==> src/design/wdw_pkg.sv <==
package wdw_pkg;

    // clock rates and the enable-gated oscillator model
    localparam int CLK_HZ = 10_000_000;
    localparam int OSC_HZ = 32_000;
    localparam int OSC_DIV = CLK_HZ / OSC_HZ; // clk cycles per osc tick
    localparam int OSC_W = 9;
    localparam logic [OSC_W-1:0] OSC_LAST = OSC_W'(OSC_DIV - 1);

    // prescaler: 5-bit or 7-bit
    localparam int PRE_W = 7;
    localparam logic [PRE_W-1:0] PRE_LAST_32 = 7'h1f;
    localparam logic [PRE_W-1:0] PRE_LAST_128 = 7'h7f;

    // postscaler: 16 ratios, 1:1 up to 1:32768
    localparam int POST_W = 16;
    localparam logic [POST_W-1:0] POST_ONE = 16'h0001;

    // window select codes (window share of the period)
    localparam logic [1:0] WIN_75 = 2'h0;
    localparam logic [1:0] WIN_50 = 2'h1;
    localparam logic [1:0] WIN_37 = 2'h2;
    localparam logic [1:0] WIN_25 = 2'h3;

    // power-save state of the core
    typedef enum logic [2:0] {
        PWR_RUN = 3'b001,
        PWR_SLEEP = 3'b010,
        PWR_IDLE = 3'b100
    } wdw_pwr_t;

    // postscaler steps in one time-out period
    function automatic logic [POST_W-1:0] post_limit(input logic [3:0] sel);
        post_limit = POST_ONE << sel;
    endfunction : post_limit

    // postscaler step at which the clear window opens
    function automatic logic [POST_W-1:0] win_open(
        input logic [POST_W-1:0] lim,
        input logic [1:0] sel
    );
        case (sel)
            WIN_75: win_open = lim >> 2;
            WIN_50: win_open = lim >> 1;
            WIN_37: win_open = lim - (lim >> 2) - (lim >> 3);
            default: win_open = lim - (lim >> 2);
        endcase
    endfunction : win_open

endpackage : wdw_pkg

==> src/design/wdw_watchdog.sv <==
// Behaviour
// when enabled the counter keeps running in sleep and in idle.
// a time-out in sleep or idle wakes the core with no device reset.
// software clears the sleep or idle flag after a watchdog wake-up.
// with always_on_cfg set the watchdog runs and the soft enable is ignored.
// software control applies only while always_on_cfg is zero.
// under software control the watchdog runs exactly while the enable is one.
// every device reset forces the soft enable bit to zero.
// a time-out sets a sticky flag that only software clears.
// window_off_cfg zero selects windowed mode, one selects plain mode.
// in windowed mode software clears only inside the selected window.
// the oscillator clocks the counter and is on whenever it is enabled.
// a 32 or 128 prescaler feeds a postscaler of 1:1 up to 1:32768.
// reset, clock switch, power-save entry, wake and clear zero the counter.
// a time-out in normal run requests a device reset and sets the flag.
// a clear before the window opens requests a device reset.
`timescale 1ns/100ps
module wdw_watchdog import wdw_pkg::*; (
    // clock and reset
    input wire logic clk,
    input wire logic rst,
    // configuration word
    input wire logic always_on_cfg,
    input wire logic window_off_cfg,
    input wire logic [1:0] window_size_sel,
    input wire logic prescale_sel,
    input wire logic [3:0] postscale_sel,
    // core events, one-cycle pulses; power_save_idle is a level select
    input wire logic clear_dog_instr,
    input wire logic power_save_instr,
    input wire logic power_save_idle,
    input wire logic wake_event,
    input wire logic clock_switch_done,
    input wire logic ext_reset,
    // reset control register writes
    input wire logic soft_enable_wr,
    input wire logic soft_enable_wdata,
    input wire logic timeout_flag_clr,
    input wire logic sleep_flag_clr,
    input wire logic idle_flag_clr,
    // reset control register bits
    output logic soft_enable_bit,
    output logic timeout_flag,
    output logic sleep_flag,
    output logic idle_flag,
    // power and reset outputs
    output logic osc_en,
    output logic core_halted,
    output logic wake_pulse,
    output logic dev_reset_req
);

    wdw_pwr_t pwr_reg, pwr_next;
    logic soft_enable_reg, soft_enable_next;
    logic timeout_flag_reg, timeout_flag_next;
    logic sleep_flag_reg, sleep_flag_next;
    logic idle_flag_reg, idle_flag_next;
    logic osc_en_reg, osc_en_next;
    logic halted_reg, halted_next;
    logic wake_reg, wake_next;
    logic dev_reset_reg, dev_reset_next;

    logic running;
    logic enabled;
    logic enter_save;
    logic wake_now;
    logic win_fault;
    logic wdt_reset;
    logic dev_rst_now;
    logic scl_clr;
    logic tmo;
    logic [POST_W-1:0] post_count;

    assign soft_enable_bit = soft_enable_reg;
    assign timeout_flag = timeout_flag_reg;
    assign sleep_flag = sleep_flag_reg;
    assign idle_flag = idle_flag_reg;
    assign osc_en = osc_en_reg;
    assign core_halted = halted_reg;
    assign wake_pulse = wake_reg;
    assign dev_reset_req = dev_reset_reg;

    // enable decode: the fuse overrides software
    assign enabled = always_on_cfg || soft_enable_reg;
    assign running = (pwr_reg == PWR_RUN);
    assign enter_save = power_save_instr && running;
    assign wake_now = !running && (tmo || wake_event);
    // early clear is only a fault while the dog is actually counting
    assign win_fault = clear_dog_instr && running && enabled
        && !window_off_cfg
        && (post_count < win_open(post_limit(postscale_sel),
                                  window_size_sel));
    assign wdt_reset = (tmo && running) || win_fault;
    assign dev_rst_now = ext_reset || wdt_reset;
    // a stopped dog restarts from zero rather than from a stale count
    assign scl_clr = dev_rst_now || clock_switch_done || enter_save
        || wake_now || (clear_dog_instr && running)
        || !enabled;

    wdw_scaler u_scaler (
        .clk(clk),
        .rst(rst),
        .clr(scl_clr),
        .run(osc_en_reg),
        .prescale_sel(prescale_sel),
        .postscale_sel(postscale_sel),
        .tmo(tmo),
        .post_count(post_count)
    );

    // power state, enable and status bits
    always_comb begin
        pwr_next = pwr_reg;
        soft_enable_next = soft_enable_reg;
        case (pwr_reg)
            PWR_RUN: begin
                if (enter_save) begin
                    pwr_next = power_save_idle ? PWR_IDLE : PWR_SLEEP;
                end
            end
            PWR_SLEEP, PWR_IDLE: begin
                if (wake_now) begin
                    pwr_next = PWR_RUN;
                end
            end
            default: pwr_next = PWR_RUN;
        endcase
        if (soft_enable_wr) begin
            soft_enable_next = soft_enable_wdata;
        end
        if (dev_rst_now) begin
            pwr_next = PWR_RUN;
            soft_enable_next = 1'b0;
        end
        // set wins over a clear arriving in the same cycle
        timeout_flag_next = tmo
            || (timeout_flag_reg && !timeout_flag_clr);
        sleep_flag_next = (enter_save && !power_save_idle)
            || (sleep_flag_reg && !sleep_flag_clr);
        idle_flag_next = (enter_save && power_save_idle)
            || (idle_flag_reg && !idle_flag_clr);
        osc_en_next = enabled;
        halted_next = (pwr_next != PWR_RUN);
        wake_next = wake_now && !dev_rst_now;
        dev_reset_next = wdt_reset;
    end

    always_ff @(posedge clk or posedge rst) begin
        if (rst) begin
            pwr_reg <= PWR_RUN;
            soft_enable_reg <= 1'b0;
            timeout_flag_reg <= 1'b0;
            sleep_flag_reg <= 1'b0;
            idle_flag_reg <= 1'b0;
            osc_en_reg <= 1'b0;
            halted_reg <= 1'b0;
            wake_reg <= 1'b0;
            dev_reset_reg <= 1'b0;
        end else begin
            pwr_reg <= pwr_next;
            soft_enable_reg <= soft_enable_next;
            timeout_flag_reg <= timeout_flag_next;
            sleep_flag_reg <= sleep_flag_next;
            idle_flag_reg <= idle_flag_next;
            osc_en_reg <= osc_en_next;
            halted_reg <= halted_next;
            wake_reg <= wake_next;
            dev_reset_reg <= dev_reset_next;
        end
    end
endmodule : wdw_watchdog

==> src/design/wdw_scaler.sv <==
`timescale 1ns/100ps
module wdw_scaler import wdw_pkg::*; (
    // clock and reset
    input wire logic clk,
    input wire logic rst,
    // control
    input wire logic clr,
    input wire logic run,
    input wire logic prescale_sel,
    input wire logic [3:0] postscale_sel,
    // status
    output logic tmo,
    output logic [POST_W-1:0] post_count
);

    logic [OSC_W-1:0] osc_reg, osc_next;
    logic [PRE_W-1:0] pre_reg, pre_next;
    logic [POST_W-1:0] post_reg, post_next;
    logic tmo_reg, tmo_next;
    logic osc_tick;
    logic pre_wrap;
    logic [PRE_W-1:0] pre_last;

    assign tmo = tmo_reg;
    assign post_count = post_reg;
    assign osc_tick = run && (osc_reg == OSC_LAST);
    assign pre_last = prescale_sel ? PRE_LAST_128 : PRE_LAST_32;
    assign pre_wrap = osc_tick && (pre_reg == pre_last);

    // oscillator divide, prescale, postscale; osc only ticks when enabled
    always_comb begin
        osc_next = osc_reg;
        pre_next = pre_reg;
        post_next = post_reg;
        tmo_next = 1'b0;
        if (clr) begin
            osc_next = '0;
            pre_next = '0;
            post_next = '0;
        end else if (run) begin
            osc_next = osc_tick ? '0 : osc_reg + 1'b1;
            if (osc_tick) begin
                pre_next = pre_wrap ? '0 : pre_reg + 1'b1;
            end
            if (pre_wrap) begin
                if (post_reg == post_limit(postscale_sel) - POST_ONE) begin
                    post_next = '0;
                    tmo_next = 1'b1;
                end else begin
                    post_next = post_reg + 1'b1;
                end
            end
        end
    end

    always_ff @(posedge clk or posedge rst) begin
        if (rst) begin
            osc_reg <= '0;
            pre_reg <= '0;
            post_reg <= '0;
            tmo_reg <= 1'b0;
        end else begin
            osc_reg <= osc_next;
            pre_reg <= pre_next;
            post_reg <= post_next;
            tmo_reg <= tmo_next;
        end
    end
endmodule : wdw_scaler

==> config.mk <==
export PLATFORM = sky130hd
export DESIGN_NAME = wdw_watchdog
export DESIGN_NICKNAME = d
export VERILOG_FILES = /design/src/design/wdw_pkg.sv /design/src/design/wdw_watchdog.sv /design/src/design/wdw_scaler.sv
export SDC_FILE = /design/constraint.sdc
export NUM_CORES = 1
export LEC_CHECK = 0
export ABC_AREA = 1
export BUFFER_PORTS_ARGS = -buffer_cell sky130_fd_sc_hd__buf_2
export CORE_MARGIN = 4
export CORE_UTILIZATION = 43
export DETAILED_ROUTE_END_ITERATION = 6
export GPL_ROUTABILITY_DRIVEN = 0
export MAX_ROUTING_LAYER = met4
export PLACE_DENSITY = 0.57
export SLEW_MARGIN = 5
export SYNTH_ARGS = -nofsm -noshare
export SYNTH_HDL_FRONTEND = slang
export SYNTH_SLANG_ARGS = --single-unit
==> constraint.sdc <==
create_clock -name clk -period 2.29 [get_ports clk]
set_clock_uncertainty 0.05 [all_clocks]
set_input_delay 0.229 -clock clk [delete_from_list [all_inputs] [get_ports clk]]
set_output_delay 0.229 -clock clk [all_outputs]
set_load 0.1 [all_outputs]
## After elaboration in Yosys (flattened, before gate mapping)

Cells that the tools add are included.

| word-level totals | value |
|---|---|
| flip-flop bits (word level) | 44 |
| latch bits | 0 |
| memory bits (writable) | 0 |
| ROM bits | 0 |
| input bits | 22 |
| memories kept | 0 |

| operators by class | value |
|---|---|
| add/subtract/negate cells | 6 |
| multipliers | 0 |
| div/mod/pow operators | 0 |
| order comparisons | 1 |
| equal/unequal tests | 9 |
| shifts and indexed selects | 1 |
| muxes and demuxes | 24 |
| bitwise logic cells | 0 |
| reductions and logical operators | 43 |

Operators by type and width:

| operator | count |
|---|---|
| two-way mux 16 bit | 4 |
| case mux 16 bit (3 select lines) | 1 |
| two-way mux 7 bit | 5 |
| two-way mux 9 bit | 3 |
| adder 16 x 1 -> 16 bit (second input constant) | 1 |
| equality test 16 bit | 1 |
| less-than comparator 16 bit | 1 |
| << shifter 1 x 4 -> 16 bit (first input constant) | 1 |
| subtractor 16 x 1 -> 16 bit (second input constant) | 1 |
| subtractor 16 x 13 -> 16 bit | 1 |
| subtractor 16 x 14 -> 16 bit | 1 |
| logical AND 1 bit | 15 |
| logical OR 1 bit | 12 |
| two-way mux 3 bit | 4 |
| adder 9 x 1 -> 9 bit (second input constant) | 1 |
| equality test 9 bit (second input constant) | 1 |
| zero test 1 bit | 8 |
| nonzero test 2 bit | 4 |
| adder 7 x 1 -> 7 bit (second input constant) | 1 |
| equality test 7 bit | 1 |
| two-way mux 1 bit | 6 |
| case mux 3 bit (2 select lines) | 1 |
| AND reduction 2 bit | 2 |
| equality test 3 x 1 -> 1 bit (second input constant) | 1 |
| 7 further kinds | 7 |

## Depth between registers and ports, before layout

| depth | value |
|---|---|
| word-level depth | 15 |
| depth in mapped cells | 38 |
| depth with buffers taken out | 37 |

## Hierarchy

A second synthesis with hierarchy kept.

| second synthesis, totals | value |
|---|---|
| cells, all modules | 812 |
| area, all modules | 5,185.0 sq um |

Modules (own cells, without submodules):

| module | instances | cells each | area each (sq um) | sequential area each (sq um) |
|---|---|---|---|---|
| wdw_watchdog | 1 | 442 | 2,750.1 | 276.5 |
| wdw_scaler | 1 | 370 | 2,434.8 | 825.8 |

## Worst setup path after synthesis

OpenSTA, ideal clock, no wires.

| timing path | value |
|---|---|
| path type | in2reg |
| start | in postscale_sel[3] |
| end | reg u_scaler.post_reg[9] (netlist: u_scaler.post_count[9]) |
| library setup time | 0.065 ns |
| data arrival time | 4.617 ns |
| setup slack | -2.442 ns |
| cell stages on the path | 37 |
| cells stage by stage | buf_4 inv_4 nand3_1 inv_1 ha_1 inv_1 fa_1 nand3_1 and2_1 inv_1 nand2_1 nand2_1 xor2_1 ha_1 nand2_1 o21ai_0 a21o_1 nand2_1 nand2_1 nand2_1 nand2_1 a21oi_1 nand2_1 nand2_1 nand2_1 o21ai_0 nand2_1 ha_1 nand2_1 nor4_1 nand2_1 nand2_2 nand4_4 nor2_4 buf_2 nand2_1 nand2_1 |

| between the ends | value |
|---|---|
| word-level cells in the longest chain between the ends | 15 |

Ends and longest elaborated chain:

| what | line | text |
|---|---|---|
| start, declared | wdw_watchdog.sv:27 | `input wire logic [3:0] postscale_sel,` |
| << shifter 1 x 4 -> 16 bit * | wdw_pkg.sv:34 | `post_limit = POST_ONE << sel;` |
| subtractor 16 x 14 -> 16 bit | wdw_pkg.sv:45, wdw_pkg.sv:46 |  |
| subtractor 16 x 13 -> 16 bit | wdw_pkg.sv:45 | `WIN_37: win_open = lim - (lim >> 2) - (lim >> 3);` |
| case mux 16 bit (3 select lines) | wdw_pkg.sv:42 | `case (sel)` |
| less-than comparator 16 bit | wdw_watchdog.sv:91 | `&& (post_count < win_open(post_limit(postscale_sel),` |
| logical AND 1 bit | wdw_watchdog.sv:91 |  |
| logical OR 1 bit | wdw_watchdog.sv:93 | `assign wdt_reset = (tmo && running) \|\| win_fault;` |
| logical OR 1 bit | wdw_watchdog.sv:94 | `assign dev_rst_now = ext_reset \|\| wdt_reset;` |
| logical OR 1 bit (2 in a row) | wdw_watchdog.sv:96 | `assign scl_clr = dev_rst_now \|\| clock_switch_done \|\| enter_save` |
| logical OR 1 bit (2 in a row) | wdw_watchdog.sv:97 | `\|\| wake_now \|\| (clear_dog_instr && running)` |
| logical OR 1 bit | wdw_watchdog.sv:98 | `\|\| !enabled;` |
| nonzero test 2 bit (no line) | - |  |
| AND reduction 2 bit (no line) | - |  |
| end signal, assigned | wdw_scaler.sv:65 | `post_reg <= post_next;` |
| end, declared | wdw_scaler.sv:18 | `logic [POST_W-1:0] post_reg, post_next;` |

Mark *: on every way between the ends. The rest lies on a longest branch, timed or not. The select of a mux whose other input is x is not followed.
A chain may end at the register's enable or synchronous reset.

## Worst setup path after layout

| timing path | value |
|---|---|
| start | in postscale_sel[1] |
| end | reg u_scaler.post_reg[14] (netlist: u_scaler.post_count[14]) |

Same word-level chain as after synthesis.

==> qor.txt <==
First-pass GRT wire length - 27300 µm
Crit path kind - in2reg
Min-delay worst type - in2async
Post-route ant nets - 0
Main combinational cell family by area after synthesis - simple AND/OR/NAND/NOR gates
Max FFs per register - 16
Final hold vios - 0
Failing checks - negative setup slack
Fin crit share - 205%
Vias - 5983
Initial antenna violation count - 0
Compound-gate portion of the synthesized area - 12.8%
Met2 Routed Length - 8690 µm
CTS Hold Bufs - 0
Highest metal used - met4
Iteration-0 DRC Markers - 348
Crit path DAT - 4.88 ns
Post-Synth XOR/XNOR Area - 8.60%
Leakage power - 0.00415 µW
DRC viols - 0
Share of cells above drive strength 1 - 33.8%
Largest net degree at the start of global routing - 45
WP data required - 2.47 ns
Max_slew headroom - 60.5%
H-tree depth - 2
Startpoint class of the critical path - input pin
Final nets - 1086
Register bit total from synthesis - 44
CTS tree - done
Max-cap viol count - 0
Core area - 12100 µm²
Met3 Routed Length - 832 µm
Setup slack, reg-to-reg - 0.04 ns
CP Capture Type - flop
FP Rows - 40
Peak fanout along the critical path - 7
Chip height - 120 µm
FF-to-FF path depth - 12
Top cells by area, synth - dfrtp_1 (20%), nand2_1 (13%), ha_1 (12%), inv_1 (8.8%), xor2_1 (6.5%)
GR Overflow Total - 0
Via/cell ratio - 5.07
EDFF count, synth - 0
# setup viols final - 40
Count leader, synth - nand2_1
Port bufs - 29
Worst Setup Slack, final - -2.41 ns
Pin slew with the least headroom to its limit - 0.593 ns
Most frequent CP cell - nand2_1
Pwr/cell area - 421 nW/µm²
Yosys warnings - 0
Synth unique cells - 54
Fmax - 0.213 GHz
Synth Area in Simple Gates - 33.4%
Post-Route Setup TNS - -93.60 ns
Proportion of synthesized area in mux cells - 0.186%
Post-synthesis adder-cell area fraction - 12.8%
Vias in the first global route - 5733
Ant diodes - 0
Unrepaired setup endpoints after global routing - true
Cells after Synth - 810
Post-DP HPWL - 13400 µm
Area delta synth->final - 43.4%
Slowest CP cell - fa_2
GR Util All Layers - 23.8%
Chip Width - 120 µm
Clk slew on worst S/H paths - 0.07 ns
Die footprint - 14400 µm²
Initial core utilization - 44.4%
Dominant cell type by area after synthesis - dfrtp_1
Status - finished, violations left
Mapped cell area - 5380 µm²
Total wire length - 17500 µm
DRT Pass-1 Iters - 5
Synth Area per Inst - 6.64 µm²
M1 wire length - 7700 µm
Top FF cell, synth - dfrtp_1
Slew Limit Fails - 0
Share of the synthesized area in the top cell type - 20.0%
Wire per inst - 14.8 µm
Clock tree buffer depth - 2
Commonest cells post-synth - nand2_1 (187), inv_1 (126), nor2_1 (60), nand3_1 (59), ha_1 (52)
Min Tclk post-route - 4.70 ns
Crit-path max cell delay - 0.37 ns
Async SR Flop Fraction - 100%
Ports - 30
Clk sink count - 44
Synth Net Count - 886
Cts bufs inserted - 5
Peak supply drop - 294 µV
Final hold slack - 0.0314 ns
FF-to-FF End - u_scaler.post_count[14]
Worst r2r src - u_scaler.post_count[10]
Clock root cell - clkbuf_16
Sequential cell area fraction in the yosys report - 20.5%
Clock latency on the worst-skew pair - 0.29 ns
Fill count - 1136
where the power goes:
group	internal (µW)	leakage, µW	switching, µW
logic	733	0.00346	868
clock network	519	0.0000804	325
registers	791	0.000603	9.54
total	2040	0.00415	1200
per-stage QoR:
step	instances	cell area [µm²]	setup WS, ns	utilization, %	total power, µW
2_1_floorplan	810	5500	-2.09	-	1600
3_3_place_gp	1150	6970	-2.55	57.6	2160
3_5_place_dp	1150	6970	-2.60	57.6	2180
4_1_cts	1165	7320	-2.20	60.4	3090
5_1_grt	1179	7720	-2.70	63.7	3440
6_report	1179	7720	-2.41	63.7	3250
kinds of logic after synthesis:
family / count (synthesis)
flip-flops: 44
adder cells (fa/ha/maj): 54
AND/OR/NAND/NOR: 384
AO/OA/AOI/OAI: 121
XOR/XNOR: 52
buffers and inverters: 154
multiplexers: 1
worst max path at each step:
stage                           startpoint                      end  cells after the start
final                     postscale_sel[1]  u_scaler.post_count[14]                     38
after global routing      postscale_sel[1]  u_scaler.post_count[14]                     37
after CTS                 postscale_sel[2]   u_scaler.post_count[5]                     37
after detailed placement  postscale_sel[1]   u_scaler.post_count[5]                     39
after global placement    postscale_sel[1]   u_scaler.post_count[4]                     39
after floorplan           postscale_sel[3]   u_scaler.post_count[4]                     37
worst max-delay path, delay by kind of cell:
family	cells	cell delay [ns]
and+or+nand+nor	23	2.32
adders and majority gates	4	1.13
buffers and inverters	6	0.53
AOI/OAI and AO/OA	4	0.50
xor gates and xnor gates	1	0.16
final cells by class:
cell class                      instances  area (µm²)  share of cell area [%]
Clock buffer                            5         125                    1.62
Clock inverter                          3        46.3                   0.600
Inverter                              135         529                    6.86
Multi-Input combinational cell        612        4060                    52.6
Sequential cell                        44        1100                    14.3
Tap cell                              168         210                    2.72
Timing Repair Buffer                  212        1650                    21.3
repair_timing:
action	4_1_cts	5_1_grt
endpoints found under the hold margin	0	0
pin swaps	5	36
buffers inserted	7	11
gates resized for setup	32	60
cloned	0	3
setup endpoints to repair	40	40
routing by layer:
layer  track usage (%)  up-vias
li1                  -     3029
met1              30.2     2769
met2              41.1      167
met3              2.69       18
met4              4.94        0
met5                 -        -
cell usage in the layout, fill, tap and decap left out, drive strengths merged, types with 3 or more instances in the layout:
cell       n
buf      210
nand2    201
inv      133
nor2      68
nand3     66
ha        52
a21oi     48
o21ai     47
dfrtp     43
xor2      41
nand4     15
nor3      12
xnor2     11
or2        8
clkbuf     7
o221ai     6
nand3b     5
nor4       5
a21o       4
a221oi     4
clkinv     3
o22ai      3
o2111ai    3
Note: power is estimated with default switching activity, not from simulation.
